## src/core/acs_pkg.sv

```systemverilog
// Shared constants for the audio control slave
package acs_pkg;
  // ------------------------------------------------------------------
  // Clock and timing
  // ------------------------------------------------------------------
  localparam int CLK_HZ = 40_000_000;
  localparam int PD_DELAY_MS = 30;
  localparam int PD_CYCLES_DEF = (PD_DELAY_MS * (CLK_HZ / 1000));
  localparam int PD_CNT_W = 21;

  // ------------------------------------------------------------------
  // Two-wire addressing
  // ------------------------------------------------------------------
  localparam logic [6:0] SLV_ADDR_LO = 7'h18;
  localparam logic [6:0] SLV_ADDR_HI = 7'h19;
  localparam logic [3:0] BITS_PER_BYTE = 4'h8;
  localparam logic RW_READ = 1'b1;

  // ------------------------------------------------------------------
  // Configuration space
  // ------------------------------------------------------------------
  localparam int REG_COUNT = 32;
  localparam logic [7:0] REG_LAST = 8'h1F;
  localparam logic [7:0] CFG_IN_FMT = 8'h01;
  localparam logic [7:0] CFG_OUT_FMT = 8'h04;
  localparam logic [7:0] MVOL_ADDR = 8'h07;
  localparam logic [7:0] CVOL_FIRST = 8'h09;
  localparam int NUM_CHAN = 8;
  localparam int FMT_LSB = 2;
  localparam int FMT_MSB = 5;
  localparam logic [3:0] FMT_COUNT = 4'h6;
  localparam logic [7:0] REG_RST = 8'h00;
  localparam logic [7:0] MVOL_RST = 8'hFF;
  localparam logic [7:0] CVOL_RST = 8'h00;
  localparam logic [7:0] VOL_FULL = 8'h00;

  typedef enum logic [3:0] {
    ACS_IDLE = 4'h0,
    ACS_ADDR = 4'h1,
    ACS_ADDR_ACK = 4'h2,
    ACS_REG = 4'h3,
    ACS_REG_ACK = 4'h4,
    ACS_WDATA = 4'h5,
    ACS_WDATA_ACK = 4'h6,
    ACS_RDATA = 4'h7,
    ACS_RDATA_ACK = 4'h8
  } acs_state_e;
endpackage : acs_pkg

```

## src/core/acs_regs.sv

```systemverilog
// Configuration register array with volume override
`timescale 1ns/1ps
module acs_regs (
  input wire logic clock,
  input wire logic resetn,
  input wire logic volume_override_pin,
  input wire logic wr_en,
  input wire logic [7:0] wr_addr,
  input wire logic [7:0] wr_data,
  input wire logic [7:0] rd_addr,
  output logic [7:0] rd_data,
  output logic [7:0] master_volume,
  output logic [63:0] chan_volume,
  output logic [3:0] in_fmt,
  output logic [3:0] out_fmt
);
  logic [7:0] mem [acs_pkg::REG_COUNT];
  logic [3:0] raw_in;
  logic [3:0] raw_out;

  // ------------------------------------------------------------------
  // Storage
  // ------------------------------------------------------------------
  generate
    for (genvar i = 0; i < acs_pkg::REG_COUNT; i++) begin : g_reg
      localparam logic [7:0] IDX = 8'(i);
      always_ff @(posedge clock or negedge resetn) begin
        if (!resetn) begin
          if (IDX == acs_pkg::MVOL_ADDR) begin
            mem[i] <= acs_pkg::MVOL_RST;
          end else if (IDX >= acs_pkg::CVOL_FIRST &&
                       IDX < acs_pkg::CVOL_FIRST + 8'(acs_pkg::NUM_CHAN)) begin
            mem[i] <= acs_pkg::CVOL_RST;
          end else begin
            mem[i] <= acs_pkg::REG_RST;
          end
        end else if (IDX == acs_pkg::MVOL_ADDR && volume_override_pin) begin
          mem[i] <= acs_pkg::VOL_FULL;
        end else if (wr_en && wr_addr == IDX) begin
          mem[i] <= wr_data;
        end
      end
    end
    for (genvar c = 0; c < acs_pkg::NUM_CHAN; c++) begin : g_chan
      assign chan_volume[8*c +: 8] = mem[int'(acs_pkg::CVOL_FIRST) + c];
    end
  endgenerate

  always_comb begin
    if (rd_addr <= acs_pkg::REG_LAST) begin
      rd_data = mem[rd_addr[4:0]];
    end else begin
      rd_data = 8'h00;
    end
  end

  // ------------------------------------------------------------------
  // Decoded settings
  // ------------------------------------------------------------------
  assign master_volume = mem[acs_pkg::MVOL_ADDR[4:0]];
  assign raw_in = mem[acs_pkg::CFG_IN_FMT[4:0]][acs_pkg::FMT_MSB:acs_pkg::FMT_LSB];
  assign raw_out = mem[acs_pkg::CFG_OUT_FMT[4:0]][acs_pkg::FMT_MSB:acs_pkg::FMT_LSB];
  // Only six formats exist; others fall back to the first
  assign in_fmt = (raw_in < acs_pkg::FMT_COUNT) ? raw_in : 4'h0;
  assign out_fmt = (raw_out < acs_pkg::FMT_COUNT) ? raw_out : 4'h0;
endmodule : acs_regs

```

## src/core/acs_pd_timer.sv

```systemverilog
// Amplifier power-down output goes high as soon as the pin is high; it falls PD_CYCLES cycles after the pin goes low
`timescale 1ns/1ps
module acs_pd_timer #(
  parameter int PD_CYCLES = acs_pkg::PD_CYCLES_DEF
) (
  input wire logic clock,
  input wire logic resetn,
  input wire logic powerdown_pin,
  output logic amp_powerdown_out
);
  localparam logic [acs_pkg::PD_CNT_W-1:0] LAST = acs_pkg::PD_CNT_W'(PD_CYCLES - 1);
  logic [acs_pkg::PD_CNT_W-1:0] cnt;

  always_ff @(posedge clock or negedge resetn) begin
    if (!resetn) begin
      cnt <= '0;
    end else if (powerdown_pin) begin
      cnt <= '0;
    end else if (cnt != LAST) begin
      cnt <= cnt + 1'b1;
    end
  end

  always_ff @(posedge clock or negedge resetn) begin
    if (!resetn) begin
      amp_powerdown_out <= 1'b0;
    end else if (powerdown_pin) begin
      amp_powerdown_out <= 1'b1;
    end else if (cnt == LAST) begin
      amp_powerdown_out <= 1'b0;
    end
  end
endmodule : acs_pd_timer

```

## src/core/acs_top.sv

```systemverilog
// Two-wire control slave with pin-level audio controls
`timescale 1ns/1ps
module acs_top #(
  parameter int PD_CYCLES = acs_pkg::PD_CYCLES_DEF
) (
  input wire logic clock,
  input wire logic resetn,
  input wire logic scl,
  input wire logic sda_in,
  output logic sda_out,
  output logic sda_oe,
  input wire logic address_select_pin,
  input wire logic volume_override_pin,
  input wire logic powerdown_pin,
  output logic amp_powerdown_out,
  output logic outputs_enable,
  output logic [7:0] master_volume,
  output logic [63:0] chan_volume,
  output logic [3:0] in_fmt,
  output logic [3:0] out_fmt
);
  acs_pkg::acs_state_e state;
  logic scl_q;
  logic sda_q;
  logic scl_rise;
  logic scl_fall;
  logic start_cond;
  logic stop_cond;
  logic [3:0] bit_cnt;
  logic [7:0] shreg;
  logic [7:0] txreg;
  logic [7:0] ptr;
  logic rw;
  logic [6:0] own_addr;
  logic byte_done;
  logic wr_en;
  logic [7:0] rd_data;

  // ------------------------------------------------------------------
  // Bus condition detection
  // ------------------------------------------------------------------
  always_ff @(posedge clock or negedge resetn) begin
    if (!resetn) begin
      scl_q <= 1'b1;
      sda_q <= 1'b1;
    end else begin
      scl_q <= scl;
      sda_q <= sda_in;
    end
  end

  assign scl_rise = scl && !scl_q;
  assign scl_fall = !scl && scl_q;
  assign start_cond = scl && scl_q && sda_q && !sda_in;
  assign stop_cond = scl && scl_q && !sda_q && sda_in;
  assign byte_done = scl_fall && bit_cnt == acs_pkg::BITS_PER_BYTE;
  assign own_addr = address_select_pin ? acs_pkg::SLV_ADDR_HI : acs_pkg::SLV_ADDR_LO;
  assign wr_en = state == acs_pkg::ACS_WDATA && byte_done && !start_cond && !stop_cond;

  // ------------------------------------------------------------------
  // Transfer sequencing (slave only, master clocks)
  // ------------------------------------------------------------------
  always_ff @(posedge clock or negedge resetn) begin
    if (!resetn) begin
      state <= acs_pkg::ACS_IDLE;
    end else if (stop_cond) begin
      state <= acs_pkg::ACS_IDLE;
    end else if (start_cond) begin
      state <= acs_pkg::ACS_ADDR;
    end else if (scl_fall) begin
      case (state)
        acs_pkg::ACS_ADDR: begin
          if (bit_cnt == acs_pkg::BITS_PER_BYTE) begin
            if (shreg[7:1] == own_addr) begin
              state <= acs_pkg::ACS_ADDR_ACK;
            end else begin
              state <= acs_pkg::ACS_IDLE;
            end
          end
        end
        acs_pkg::ACS_ADDR_ACK: begin
          state <= (rw == acs_pkg::RW_READ) ? acs_pkg::ACS_RDATA : acs_pkg::ACS_REG;
        end
        acs_pkg::ACS_REG: begin
          if (bit_cnt == acs_pkg::BITS_PER_BYTE) begin
            state <= acs_pkg::ACS_REG_ACK;
          end
        end
        acs_pkg::ACS_REG_ACK: begin
          state <= acs_pkg::ACS_WDATA;
        end
        acs_pkg::ACS_WDATA: begin
          if (bit_cnt == acs_pkg::BITS_PER_BYTE) begin
            state <= acs_pkg::ACS_WDATA_ACK;
          end
        end
        acs_pkg::ACS_WDATA_ACK: begin
          state <= acs_pkg::ACS_WDATA;
        end
        acs_pkg::ACS_RDATA: begin
          if (bit_cnt == acs_pkg::BITS_PER_BYTE) begin
            state <= acs_pkg::ACS_RDATA_ACK;
          end
        end
        acs_pkg::ACS_RDATA_ACK: begin
          // Master acknowledge asks for the next byte
          state <= shreg[0] ? acs_pkg::ACS_IDLE : acs_pkg::ACS_RDATA;
        end
        default: begin
          state <= acs_pkg::ACS_IDLE;
        end
      endcase
    end
  end

  // ------------------------------------------------------------------
  // Bit counting and sampling
  // ------------------------------------------------------------------
  always_ff @(posedge clock or negedge resetn) begin
    if (!resetn) begin
      bit_cnt <= 4'h0;
    end else if (start_cond || stop_cond) begin
      bit_cnt <= 4'h0;
    end else if (scl_rise && state != acs_pkg::ACS_IDLE) begin
      bit_cnt <= bit_cnt + 4'h1;
    end else if (scl_fall && (bit_cnt == 4'h9 || state == acs_pkg::ACS_IDLE)) begin
      // Cleared after the acknowledge slot, so every byte counts from zero
      bit_cnt <= 4'h0;
    end
  end

  always_ff @(posedge clock or negedge resetn) begin
    if (!resetn) begin
      shreg <= 8'h00;
    end else if (scl_rise) begin
      shreg <= {shreg[6:0], sda_in};
    end
  end

  always_ff @(posedge clock or negedge resetn) begin
    if (!resetn) begin
      rw <= 1'b0;
    end else if (state == acs_pkg::ACS_ADDR && byte_done) begin
      rw <= shreg[0];
    end
  end

  // ------------------------------------------------------------------
  // Register pointer, auto-incremented per data byte
  // ------------------------------------------------------------------
  always_ff @(posedge clock or negedge resetn) begin
    if (!resetn) begin
      ptr <= 8'h00;
    end else if (state == acs_pkg::ACS_REG && byte_done && !start_cond && !stop_cond) begin
      ptr <= shreg;
    end else if (wr_en) begin
      ptr <= ptr + 8'h01;
    end else if (state == acs_pkg::ACS_RDATA && byte_done) begin
      ptr <= ptr + 8'h01;
    end
  end

  // ------------------------------------------------------------------
  // Read shifter and SDA drive
  // ------------------------------------------------------------------
  always_ff @(posedge clock or negedge resetn) begin
    if (!resetn) begin
      txreg <= 8'hFF;
    end else if (scl_fall && (state == acs_pkg::ACS_ADDR_ACK ||
                              state == acs_pkg::ACS_RDATA_ACK)) begin
      txreg <= rd_data;
    end else if (scl_fall && state == acs_pkg::ACS_RDATA) begin
      txreg <= {txreg[6:0], 1'b1};
    end
  end

  assign sda_out = 1'b0;

  always_ff @(posedge clock or negedge resetn) begin
    if (!resetn) begin
      sda_oe <= 1'b0;
    end else if (start_cond || stop_cond) begin
      sda_oe <= 1'b0;
    end else if (scl_fall) begin
      case (state)
        acs_pkg::ACS_ADDR: begin
          sda_oe <= bit_cnt == acs_pkg::BITS_PER_BYTE && shreg[7:1] == own_addr;
        end
        acs_pkg::ACS_REG, acs_pkg::ACS_WDATA: begin
          sda_oe <= bit_cnt == acs_pkg::BITS_PER_BYTE;
        end
        acs_pkg::ACS_ADDR_ACK: begin
          sda_oe <= rw == acs_pkg::RW_READ && !rd_data[7];
        end
        acs_pkg::ACS_RDATA: begin
          sda_oe <= bit_cnt != acs_pkg::BITS_PER_BYTE && !txreg[6];
        end
        acs_pkg::ACS_RDATA_ACK: begin
          sda_oe <= !shreg[0] && !rd_data[7];
        end
        default: begin
          sda_oe <= 1'b0;
        end
      endcase
    end
  end

  // ------------------------------------------------------------------
  // Output enable held off through reset
  // ------------------------------------------------------------------
  always_ff @(posedge clock or negedge resetn) begin
    if (!resetn) begin
      outputs_enable <= 1'b0;
    end else begin
      outputs_enable <= 1'b1;
    end
  end

  acs_regs u_regs (
    .clock(clock),
    .resetn(resetn),
    .volume_override_pin(volume_override_pin),
    .wr_en(wr_en),
    .wr_addr(ptr),
    .wr_data(shreg),
    .rd_addr(ptr),
    .rd_data(rd_data),
    .master_volume(master_volume),
    .chan_volume(chan_volume),
    .in_fmt(in_fmt),
    .out_fmt(out_fmt)
  );

  acs_pd_timer #(
    .PD_CYCLES(PD_CYCLES)
  ) u_pd (
    .clock(clock),
    .resetn(resetn),
    .powerdown_pin(powerdown_pin),
    .amp_powerdown_out(amp_powerdown_out)
  );
endmodule : acs_top

```

## config.mk

```make
export PLATFORM = sky130hd
export DESIGN_NAME = acs_top
export DESIGN_NICKNAME = d
export VERILOG_FILES = /design/src/core/acs_pkg.sv /design/src/core/acs_regs.sv /design/src/core/acs_pd_timer.sv /design/src/core/acs_top.sv
export SDC_FILE = /design/constraint.sdc
export NUM_CORES = 1
export LEC_CHECK = 0
export BUFFER_PORTS_ARGS = -buffer_cell sky130_fd_sc_hd__buf_4
export CORE_AREA = 2 2 174 176
export DETAILED_ROUTE_END_ITERATION = 10
export DIE_AREA = 0 0 176 178
export PLACE_DENSITY = 0.85
export RECOVER_POWER = 100
export SKIP_CTS_REPAIR_TIMING = 1
export SYNTH_ARGS = -nofsm -noshare
export SYNTH_HDL_FRONTEND = slang
export SYNTH_SLANG_ARGS = --single-unit
export TNS_END_PERCENT = 20
```

## constraint.sdc

```tcl
create_clock -name clock -period 2.8 [get_ports clock]
set_clock_uncertainty 0.15 [all_clocks]
set_input_delay 0.56 -clock clock [delete_from_list [all_inputs] [get_ports clock]]
set_output_delay 0.56 -clock clock [all_outputs]
set_load 0.02 [all_outputs]
```

==> impl_metrics.py, run 1 <==
metrics = {
    "status": {
        "status": "completed",
    },
    "cells_and_area": {
        "num_antenna_cells": 0,
        "syn_to_final_growth_pct": 6.768,
        "final_core_util_pct": 58.27,
        "drive_gt1_share_pct": 30.69,
        "fin_nets": 1223,
    },
    "sta": {
        "rsz0062_at_grt": "false",
        "setup_tns_ns": 0,
        "fmax_mhz": 379.5,
        "finalCriticalPeriod_ns": 2.635,
        "relSlewSlack_pct": 16.73,
        "setup_violations": 0,
        "slew_violations": 0,
        "period_share_pct": 94.11,
        "worst_slew_pin_slew_ns": 1.249,
        "hold_viol": 0,
    },
    "clock_network": {
        "clock_sinks": 314,
        "cts_max_path_buffers": 3,
        "worstSkewPairLatency_ns": 0.54,
        "cts_tree": "yes",
        "ctsHtreeMaxLevel": 2,
        "cts-buffers-inserted": 35,
        "clockRootBuffer": "clkbuf_16",
        "clk_pin_slew_ns": 0.06,
    },
    "die": {
        "core_sq_um": 29400,
        "die_h_um": 178,
        "rows": 63,
        "dieWidth_um": 176,
        "dieArea_sq_um": 31330,
        "ios": 91,
        "initial_core_util_pct": 54.58,
    },
    "routing": {
        "routedWlPerCell_um": 23.28,
        "via_per_inst": 6.103,
        "wirelength_um": 37840,
        "vias": 9918,
        "drt-initial-drc-count": 892,
        "firstDrtPassIters": 5,
        "ant_nets": 0,
        "drc": 0,
    },
    "yosys": {
        "synth_edf_count": 0,
        "synth.top_cells.by_area": "dfrtp_1, mux2_2, mux2_4",
        "synthArstFlopShare_pct": 100.0,
        "synth_seq_cells": 314,
        "syn_avg_cell_area_sq_um": 13.45,
        "synth-main-ff-cell": "dfrtp_1",
        "synthCells": 1193,
        "yosys.area.top_type": "dfrtp_1",
        "synth.distinct_cells": 66,
        "synth_seq_area_share_pct": 49.10,
        "synth_top_cell_area_share_pct": 46.32,
        "syn_area_sq_um": 16050,
        "ys_warn_count": 0,
    },
    "worst_setup_path": {
        "slowest_stage": "dfrtp_4",
        "crit_arrival_ns": 2.94,
        "startpoint_type": "flip-flop",
        "r2r_end": "txreg[5]$_DFFE_PN1P_",
        "critPathTopFamily": "flip-flops",
        "crit_path_end_kind": "flip-flop",
        "max_stage_delay_ns": 0.73,
        "worstPathRequired_ns": 3.10,
        "r2r_cells": 5,
        "r2r-start": "ptr[0]$_DFFE_PN0P_",
        "regToRegSetupSlack_ns": 0.17,
        "cp_num_buf_inv": 1,
        "worstPathMaxFanout": 22,
        "critPathKind": "reg2reg",
        "path_cells": "clkbuf_2 > mux4_2 > a22o_1 > nor4_1 > o31ai_1",
    },
    "global_route": {
        "grt_pass1_wl_um": 59370,
        "antenna_found_initial": 0,
        "grtUsageTotal_pct": 24.59,
        "grt_pass1_vias": 10320,
        "overflow": 0,
        "grt_max_degree": 67,
    },
    "power_and_ir_drop": {
        "p_per_area_nw_per_um2": 601.5,
        "p_leak_uw": 0.007987,
        "vdd_drop_max_mv": 0.4596,
    },
    "place": {
        "hpwl_um": 25120,
        "routabilityCongestion": 0.9386,
        "port_buffers": 87,
    },
    "worst_hold_path": {
        "min_path_cells": 1,
        "hold_path.startpoint": "sda_in",
        "hold_class": "in2reg",
        "holdPathEnd": "sda_q$_DFF_PN1_",
    },
    "run": {
        "cap_violations": 0,
    },
}
area by class of cell:
class / instances / area, sq um
Clock inverter: 15 / 197.7
Sequential cell: 314 / 7884
Clock buffer: 49 / 978.4
Inverter: 14 / 52.55
Fill cell: 2301 / 12270
Timing Repair Buffer: 130 / 691.9
Multi-Input combinational cell: 713 / 6840
Tap cell: 390 / 488.0
sequential cells by signal, summed over array words and instances, names as in the netlist:
register	cells
shreg	8
rw	1
sda_oe	1
state	4
sda_q	1
u_pd.cnt	21
u_pd.amp_powerdown_out	1
scl_q	1
bit_cnt	4
u_regs.master_volume	8
u_regs.chan_volume	64
ptr	8
txreg	7
u_regs.mem	184
outputs_enable	1
cell families (layout without fill, tap and decap cells):
| family | count (synthesis) | after routing | share of synthesized area, % |
|---|---|---|---|
| other cells | 2 | 4 | 0.04680 |
| xor+xnor | 28 | 28 | 1.528 |
| simple gates | 214 | 214 | 8.429 |
| buf+inv | 168 | 208 | 6.222 |
| mux | 349 | 349 | 29.28 |
| flops | 314 | 314 | 49.10 |
| compound gates | 110 | 110 | 4.772 |
| fa+ha+maj | 8 | 8 | 0.6238 |
cells in the final DEF, fill, tap and decap left out, types with 34 or more instances in the layout:
cell type  netlist  final
dfrtp_1        297    295
mux2i_1         34     34
buf_4           81     34
mux2_1          20     70
mux4_2          48     48
nand2_1         45     50
nor2_1          48     49
mux2_2         175    173
clkbuf_16        0     35
clkbuf_1        52     92
synthesized netlist by cell type, types with 14 or more instances:
master and n:
nor2_1 48, buf_4 81, mux4_2 48, nand2_1 45, o21ai_0 20, nand3_1 22
a21oi_1 15, dfrtp_1 297, mux2_4 72, mux2_1 20, clkbuf_1 52, inv_1 14
mux2_2 175, xnor2_1 17, mux2i_1 34, dfstp_2 17
report_power, final:
part	switching [uW]	internal, uW
clock	1890	2750
sequential	124	4620
combinational	720	201
per-stage QoR:
stage               setup slack [ns]  cells  power, uW  instance area [sq um]  hold WS [ns]
floorplan                     0.2428   1195       5286                  16050        0.1144
global placement              0.2928   1560       5730                  16660        0.3127
detailed placement            0.2467   1560       5764                  16660        0.3248
CTS                           0.2379   1624      10390                  17840       -0.1283
global route                 0.04725   1625      10640                  17130       0.05780
finish                        0.1651   1625      10300                  17130       0.05997
worst max-delay path by stage:
stage | slack [ns] | endpoint | depth (start not counted) | from
floorplan | 0.24 | u_regs.mem[104]$_DFFE_PN0P_ | 10 | ptr[0]$_DFFE_PN0P_
global placement | 0.29 | u_regs.mem[99]$_DFFE_PN0P_ | 4 | ptr[0]$_DFFE_PN0P_
detailed placement | 0.25 | u_regs.mem[20]$_DFFE_PN0P_ | 8 | bit_cnt[0]$_DFFE_PN0P_
CTS | 0.24 | u_regs.mem[69]$_DFFE_PN0P_ | 4 | ptr[0]$_DFFE_PN0P_
global route | 0.05 | u_regs.mem[69]$_DFFE_PN0P_ | 3 | resetn
finish | 0.17 | txreg[5]$_DFFE_PN1P_ | 5 | ptr[0]$_DFFE_PN0P_
per-layer routing:
layer  part of all wire (%)  up-vias  global-route usage (%)  wire length [um]
li1                       -     4282                       -                 -
met1                     40     5140                   31.89             15320
met2                     49      381                   40.03             18520
met3                    5.7      115                   4.390              2158
met4                    4.9        0                   12.57              1838
met5                      0        -                       0                 0
Power figures use the tool's default switching activity.
==> run 2: changes to the inputs <==
--- a/config.mk
+++ b/config.mk
@@ -6,10 +6,10 @@
 export NUM_CORES = 1
 export LEC_CHECK = 0
 export BUFFER_PORTS_ARGS = -buffer_cell sky130_fd_sc_hd__buf_4
-export CORE_AREA = 2 2 174 176
+export CORE_AREA = 2 2 167 169
 export DETAILED_ROUTE_END_ITERATION = 10
-export DIE_AREA = 0 0 176 178
-export PLACE_DENSITY = 0.85
+export DIE_AREA = 0 0 169 171
+export PLACE_DENSITY = 0.9
 export RECOVER_POWER = 100
 export SKIP_CTS_REPAIR_TIMING = 1
 export SYNTH_ARGS = -nofsm -noshare
==> constraint.sdc (replaced) <==
create_clock -name clock -period 2.8 [get_ports clock]
set_clock_uncertainty 0.15 [all_clocks]
set_input_delay 0.14 -clock clock [delete_from_list [all_inputs] [get_ports clock]]
set_output_delay 0.14 -clock clock [all_outputs]
set_load 0.02 [all_outputs]
==> run 2 against run 1 <==
Core utilization up 4.5 points. Final cell count fell by 3.0%. Critical path depth stayed put. Worst hold slack gained 0.047 ns.
==> impl_metrics.py, run 2 (synthesized netlist as in run 1, its figures left out) <==
metrics = {
    "place": {
        "dp_slack_ns": 0.2037,
        "place_inst": 1512,
        "port_buffers": 87,
        "routabilityCongestion": 0.9185,
        "hpwl_um": 25150,
    },
    "routing": {
        "dr_wl_met3_um": 2273,
        "wirelength_um": 38750,
        "ant_nets": 0,
        "drt-initial-drc-count": 1126,
        "firstDrtPassIters": 5,
        "vias": 10210,
        "routedWlPerCell_um": 24.57,
        "highest_layer": "met4",
        "wl_met1_um": 15140,
        "route.met2.wl_um": 19320,
        "drc": 0,
        "via_per_inst": 6.477,
    },
    "global_route": {
        "grt_pass1_wl_um": 60930,
        "overflow": 0,
        "grt_pass1_vias": 10470,
        "grt_max_degree": 96,
        "antenna_found_initial": 0,
        "grtUsageTotal_pct": 27.33,
    },
    "power_and_ir_drop": {
        "vdd_drop_max_mv": 0.4070,
        "p_leak_uw": 0.007975,
        "clock_power_share_pct": 44.7,
        "swShare_pct": 26.31,
        "p_int_uw": 7576,
        "p_switching_uw": 2705,
        "p_comb_share_pct": 9.2,
        "seq_power_share_pct": 46.1,
        "p_per_area_nw_per_um2": 599.1,
    },
    "sta": {
        "fmax_mhz": 366.7,
        "layout_setup_ws_ns": 0.07308,
        "setup_violations": 0,
        "setup_tns_ns": 0,
        "worst_slew_pin_slew_ns": 1.359,
        "finalCriticalPeriod_ns": 2.727,
        "period_share_pct": 97.39,
        "hold_viol": 0,
        "relSlewSlack_pct": 9.417,
        "rsz0062_at_grt": "false",
        "slew_violations": 0,
    },
    "die": {
        "dieWidth_um": 169,
        "initial_core_util_pct": 58.73,
        "core_sq_um": 27320,
        "ios": 91,
        "die_h_um": 171,
        "rows": 61,
        "dieArea_sq_um": 28900,
    },
    "worst_setup_path": {
        "worstPathRequired_ns": 3.05,
        "r2r-start": "ptr[4]$_DFFE_PN0P_",
        "cp-startpoint": "ptr[4]$_DFFE_PN0P_",
        "crit_arrival_ns": 2.98,
        "startpoint_type": "flip-flop",
        "critPathKind": "reg2reg",
        "worstPathMaxFanout": 12,
        "crit_path_end_kind": "flip-flop",
    },
    "clock_network": {
        "cts_tree": "yes",
        "clock_sinks": 314,
        "clockRootBuffer": "clkbuf_16",
        "clk_pin_slew_ns": 0.06,
        "ctsHtreeMaxLevel": 2,
        "worstSkewPairLatency_ns": 0.52,
        "cts_max_path_buffers": 3,
        "cts-buffers-inserted": 34,
    },
    "run": {
        "cap_violations": 0,
    },
    "cells_and_area": {
        "largest_register_ffs": 184,
        "final_core_util_pct": 62.81,
        "final_common_cell": "dfrtp_1",
        "final_cell_mix": "dfrtp_1, mux2_2, clkbuf_1, mux2_1",
        "drive_gt1_share_pct": 30.30,
        "syn_to_final_growth_pct": 6.948,
        "filler_cell_count": 1976,
        "fin_nets": 1222,
        "final_cells": 1577,
        "num_antenna_cells": 0,
        "largest-register": "u_regs.mem",
    },
    "worst_hold_path": {
        "hold_path.startpoint": "address_select_pin",
        "hold_class": "in2reg",
    },
    "status": {
        "status": "completed",
    },
}
==> run 2: cell count changes in the layout (fill, tap and decap cells not counted), moves of 5 or more <==
cell / before / now
clkbuf_2: 7 / 2
mux2_1: 70 / 78
nand2_8: 0 / 6
mux2_4: 24 / 16
==> run 2: final timing paths <==
| check | to | slack, ns | cells after the start |
|---|---|---|---|
| min in group asynchronous | u_regs.chan_volume[31]$_DFFE_PN0P_ | 0.35 | 2 |
| max in group asynchronous | u_regs.mem[254]$_DFFE_PN0P_ | 0.50 | 3 |
| worst min register to register | u_pd.amp_powerdown_out$_DFFE_PN0P_ | 0.33 | 1 |
| worst min-delay path | state[1]$_DFFE_PN0P_ | 0.11 | 5 |
| worst max register to register | u_regs.mem[200]$_DFFE_PN0P_ | 0.07 | 5 |
| worst max-delay path | u_regs.mem[200]$_DFFE_PN0P_ | 0.07 | 5 |
==> run 2: power by group through the flow <==
| stage | logic (uW) | clock network (uW) | registers (uW) |
|---|---|---|---|
| after floorplan | 531 | 0 | 4750 |
| after global placement | 923 | 0 | 4810 |
| after detailed placement | 969 | 0 | 4820 |
| after global routing | 1010 | 4860 | 4740 |
| after CTS | 973 | 4650 | 4730 |
| final | 945 | 4600 | 4740 |
==> run 2: critical path, stage by stage, from the launching register on <==
cell	delay (ns)
dfrtp_1	0.54
or4_1	0.71
nor2_8	0.22
and3_4	0.25
nand2_1	0.31
mux2_1	0.43
==> run 2: final cells by class <==
class                      count  area [sq um]  share of cell area [%]
tap                          346         432.9                   2.523
inverter                      14         52.55                  0.3062
clock buffer                  50         992.2                   5.782
multi-input combinational    713          6888                   40.14
clock inverter                10         155.1                  0.9041
timing repair buffer         130         759.5                   4.425
sequential                   314          7881                   45.92
==> run 2: stage by stage <==
stage / total power [uW] / hold slack, ns / cell area, sq um
detailed placement: 5784 / 0.07984 / 16590
global placement: 5730 / 0.07120 / 16590
CTS: 10360 / -0.4623 / 17740
floorplan: 5286 / -0.3056 / 16050
global route: 10620 / 0.1508 / 17160
finish: 10280 / 0.1070 / 17160
==> run 2: routing by layer <==
metal  up-vias  GRT usage [%]
li1       4296              -
met1      5323          34.02
met2       448          45.83
met3       147          5.529
met4         0          13.71
met5         -              0
==> run 3: changes to the inputs <==
--- a/config.mk
+++ b/config.mk
@@ -9,6 +9,7 @@
 export CORE_AREA = 2 2 167 169
 export DETAILED_ROUTE_END_ITERATION = 10
 export DIE_AREA = 0 0 169 171
+export GPL_TIMING_DRIVEN = 0
 export PLACE_DENSITY = 0.9
 export RECOVER_POWER = 100
 export SKIP_CTS_REPAIR_TIMING = 1
==> run 3 against run 2 <==
Worst hold slack barely moved. Non-clock buffer count rose by 114. Critical path type unchanged. Clock power rose by 4%. Largest cell class unchanged. Critical path depth rose by 2. Core utilization rose by 4.3 points.
==> impl_metrics.py, run 3 (synthesized netlist as in run 1, its figures left out) <==
metrics = {
    "global_route": {
        "antenna_found_initial": 2,
        "grt_pass1_wl_um": 67140,
        "overflow": 0,
        "grt_max_degree": 128,
        "grtUsageTotal_pct": 30.86,
        "grt_pass1_vias": 11250,
    },
    "sta": {
        "whs_ns": 0.1066,
        "hold_viol": 0,
        "relSlewSlack_pct": 15.35,
        "worst_slew_pin_slew_ns": 1.270,
        "period_share_pct": 98.30,
        "fmax_mhz": 363.3,
        "rsz0062_at_grt": "true",
        "slew_violations": 0,
        "setup_violations": 0,
        "finalCriticalPeriod_ns": 2.752,
    },
    "routing": {
        "ant_nets": 0,
        "drt-initial-drc-count": 1169,
        "firstDrtPassIters": 5,
        "drc": 0,
        "routedWlPerCell_um": 26.08,
        "wirelength_um": 44170,
        "vias": 10920,
        "via_per_inst": 6.444,
    },
    "power_and_ir_drop": {
        "p_comb_share_pct": 10.6,
        "swShare_pct": 27.79,
        "power_uw": 10650,
        "seq_power_share_pct": 44.4,
        "p_switching_uw": 2961,
        "clock_power_share_pct": 45.1,
        "p_int_uw": 7693,
        "vdd_drop_max_mv": 0.4722,
        "p_leak_uw": 0.008791,
        "p_per_area_nw_per_um2": 580.7,
    },
    "worst_setup_path": {
        "max_stage_delay_ns": 0.54,
        "startpoint_type": "flip-flop",
        "r2r_cells": 7,
        "worstPathMaxFanout": 10,
        "crit_path_end_kind": "flip-flop",
        "r2r-start": "ptr[0]$_DFFE_PN0P_",
        "worst-path-stages": 7,
        "regToRegSetupSlack_ns": 0.05,
        "r2r_end": "sda_oe$_DFFE_PN0P_",
        "critPathKind": "reg2reg",
        "crit_arrival_ns": 3.05,
        "cp_num_buf_inv": 3,
        "cp-startpoint": "ptr[0]$_DFFE_PN0P_",
        "slowest_stage": "mux4_2",
        "worstPathRequired_ns": 3.09,
        "critPathTopFamily": "buffers and inverters",
        "crit_path_end": "sda_oe$_DFFE_PN0P_",
        "path_cells": "clkbuf_2 > clkbuf_4 > buf_4 > mux4_2 > o211ai_1 > nand4_1 > a31oi_1",
    },
    "cells_and_area": {
        "filler_cell_count": 1846,
        "largest-register": "u_regs.mem",
        "final_common_cell": "dfrtp_1",
        "num_antenna_cells": 0,
        "drive_gt1_share_pct": 40.36,
        "seq_area_sq_um": 7880,
        "fin_area_sq_um": 18350,
        "final_core_util_pct": 67.14,
        "largest_register_ffs": 184,
        "final_cell_mix": "dfrtp_1, mux2_2, clkbuf_1, buf_4, mux2_4",
        "multi_input_area_sq_um": 7284,
        "syn_to_final_growth_pct": 14.32,
        "fin_nets": 1337,
    },
    "die": {
        "core_sq_um": 27320,
        "ios": 91,
        "die_h_um": 171,
        "dieArea_sq_um": 28900,
        "initial_core_util_pct": 58.73,
        "dieWidth_um": 169,
        "rows": 61,
    },
    "place": {
        "placed_cell_area_sq_um": 17200,
        "port_buffers": 86,
        "hpwl_um": 29190,
        "routabilityCongestion": 0.9788,
    },
    "status": {
        "status": "completed",
    },
    "clock_network": {
        "worstSkewPairLatency_ns": 0.54,
        "ctsHtreeMaxLevel": 2,
        "cts-buffers-inserted": 35,
        "clockRootBuffer": "clkbuf_16",
        "cts_max_path_buffers": 3,
        "cts_tree": "yes",
        "clock_sinks": 314,
        "clk_pin_slew_ns": 0.06,
    },
    "worst_hold_path": {
        "hold_class": "in2reg",
    },
    "run": {
        "cap_violations": 0,
    },
}
[run 3: changes by cell type in the layout (fill, tap and decap cells not counted), sizes merged]
cell and delta:
clkinvlp +1, buf +68, clkbuf +48
[run 3: worst min-delay path by stage]
stage,slack (ns),to,startpoint,cells past startpoint
after global routing,0.13,state[1]$_DFFE_PN0P_,address_select_pin,5
after CTS,-0.49,bit_cnt[0]$_DFFE_PN0P_,resetn,1
after detailed placement,0.06,bit_cnt[0]$_DFFE_PN0P_,resetn,1
final,0.11,state[1]$_DFFE_PN0P_,address_select_pin,5
after global placement,0.14,sda_q$_DFF_PN1_,sda_in,1
after floorplan,-0.31,bit_cnt[0]$_DFFE_PN0P_,resetn,0
[run 3: stage by stage]
step           instances  worst slack (ns)  setup TNS, ns
6_report            1694           0.04752              0
5_1_grt             1694          -0.04405        -0.2178
4_1_cts             1692           -0.5609         -61.12
3_5_place_dp        1629           -0.4915         -53.41
3_3_place_gp        1627            -1.279        -419.04
2_1_floorplan       1195            0.2428              0
[run 3: cell type report]
cell class                 instances  share of cell area (%)
buffer                           151                   5.204
clock buffer                      52                   5.620
clock inverter                    11                  0.9753
inverter                          14                  0.2865
multi-input combinational        713                   39.71
sequential                       314                   42.95
tap                              346                   2.360
timing repair buffer              93                   2.892
[run 3: metal layers]
metal	GRT usage, %	wire length, um
met1	38.09	16530
met2	50.07	21270
met4	19.25	3058
met3	6.570	3301
met5	0	11
[run 3: worst reg2reg max path: stages, from the launching register on]
cell and delay, ns:
dfrtp_1 0.39, clkbuf_2 0.18, clkbuf_4 0.37, buf_4 0.36
mux4_2 0.55, o211ai_1 0.30, nand4_1 0.19, a31oi_1 0.19
[run 3: power by group through the flow]
stage	logic [uW]	registers, uW	clock network (uW)
after floorplan	531	4750	0
after detailed placement	1070	4800	0
after global routing	1180	4730	5020
after CTS	1090	4720	4820
after global placement	1020	4790	0
final	1130	4730	4800
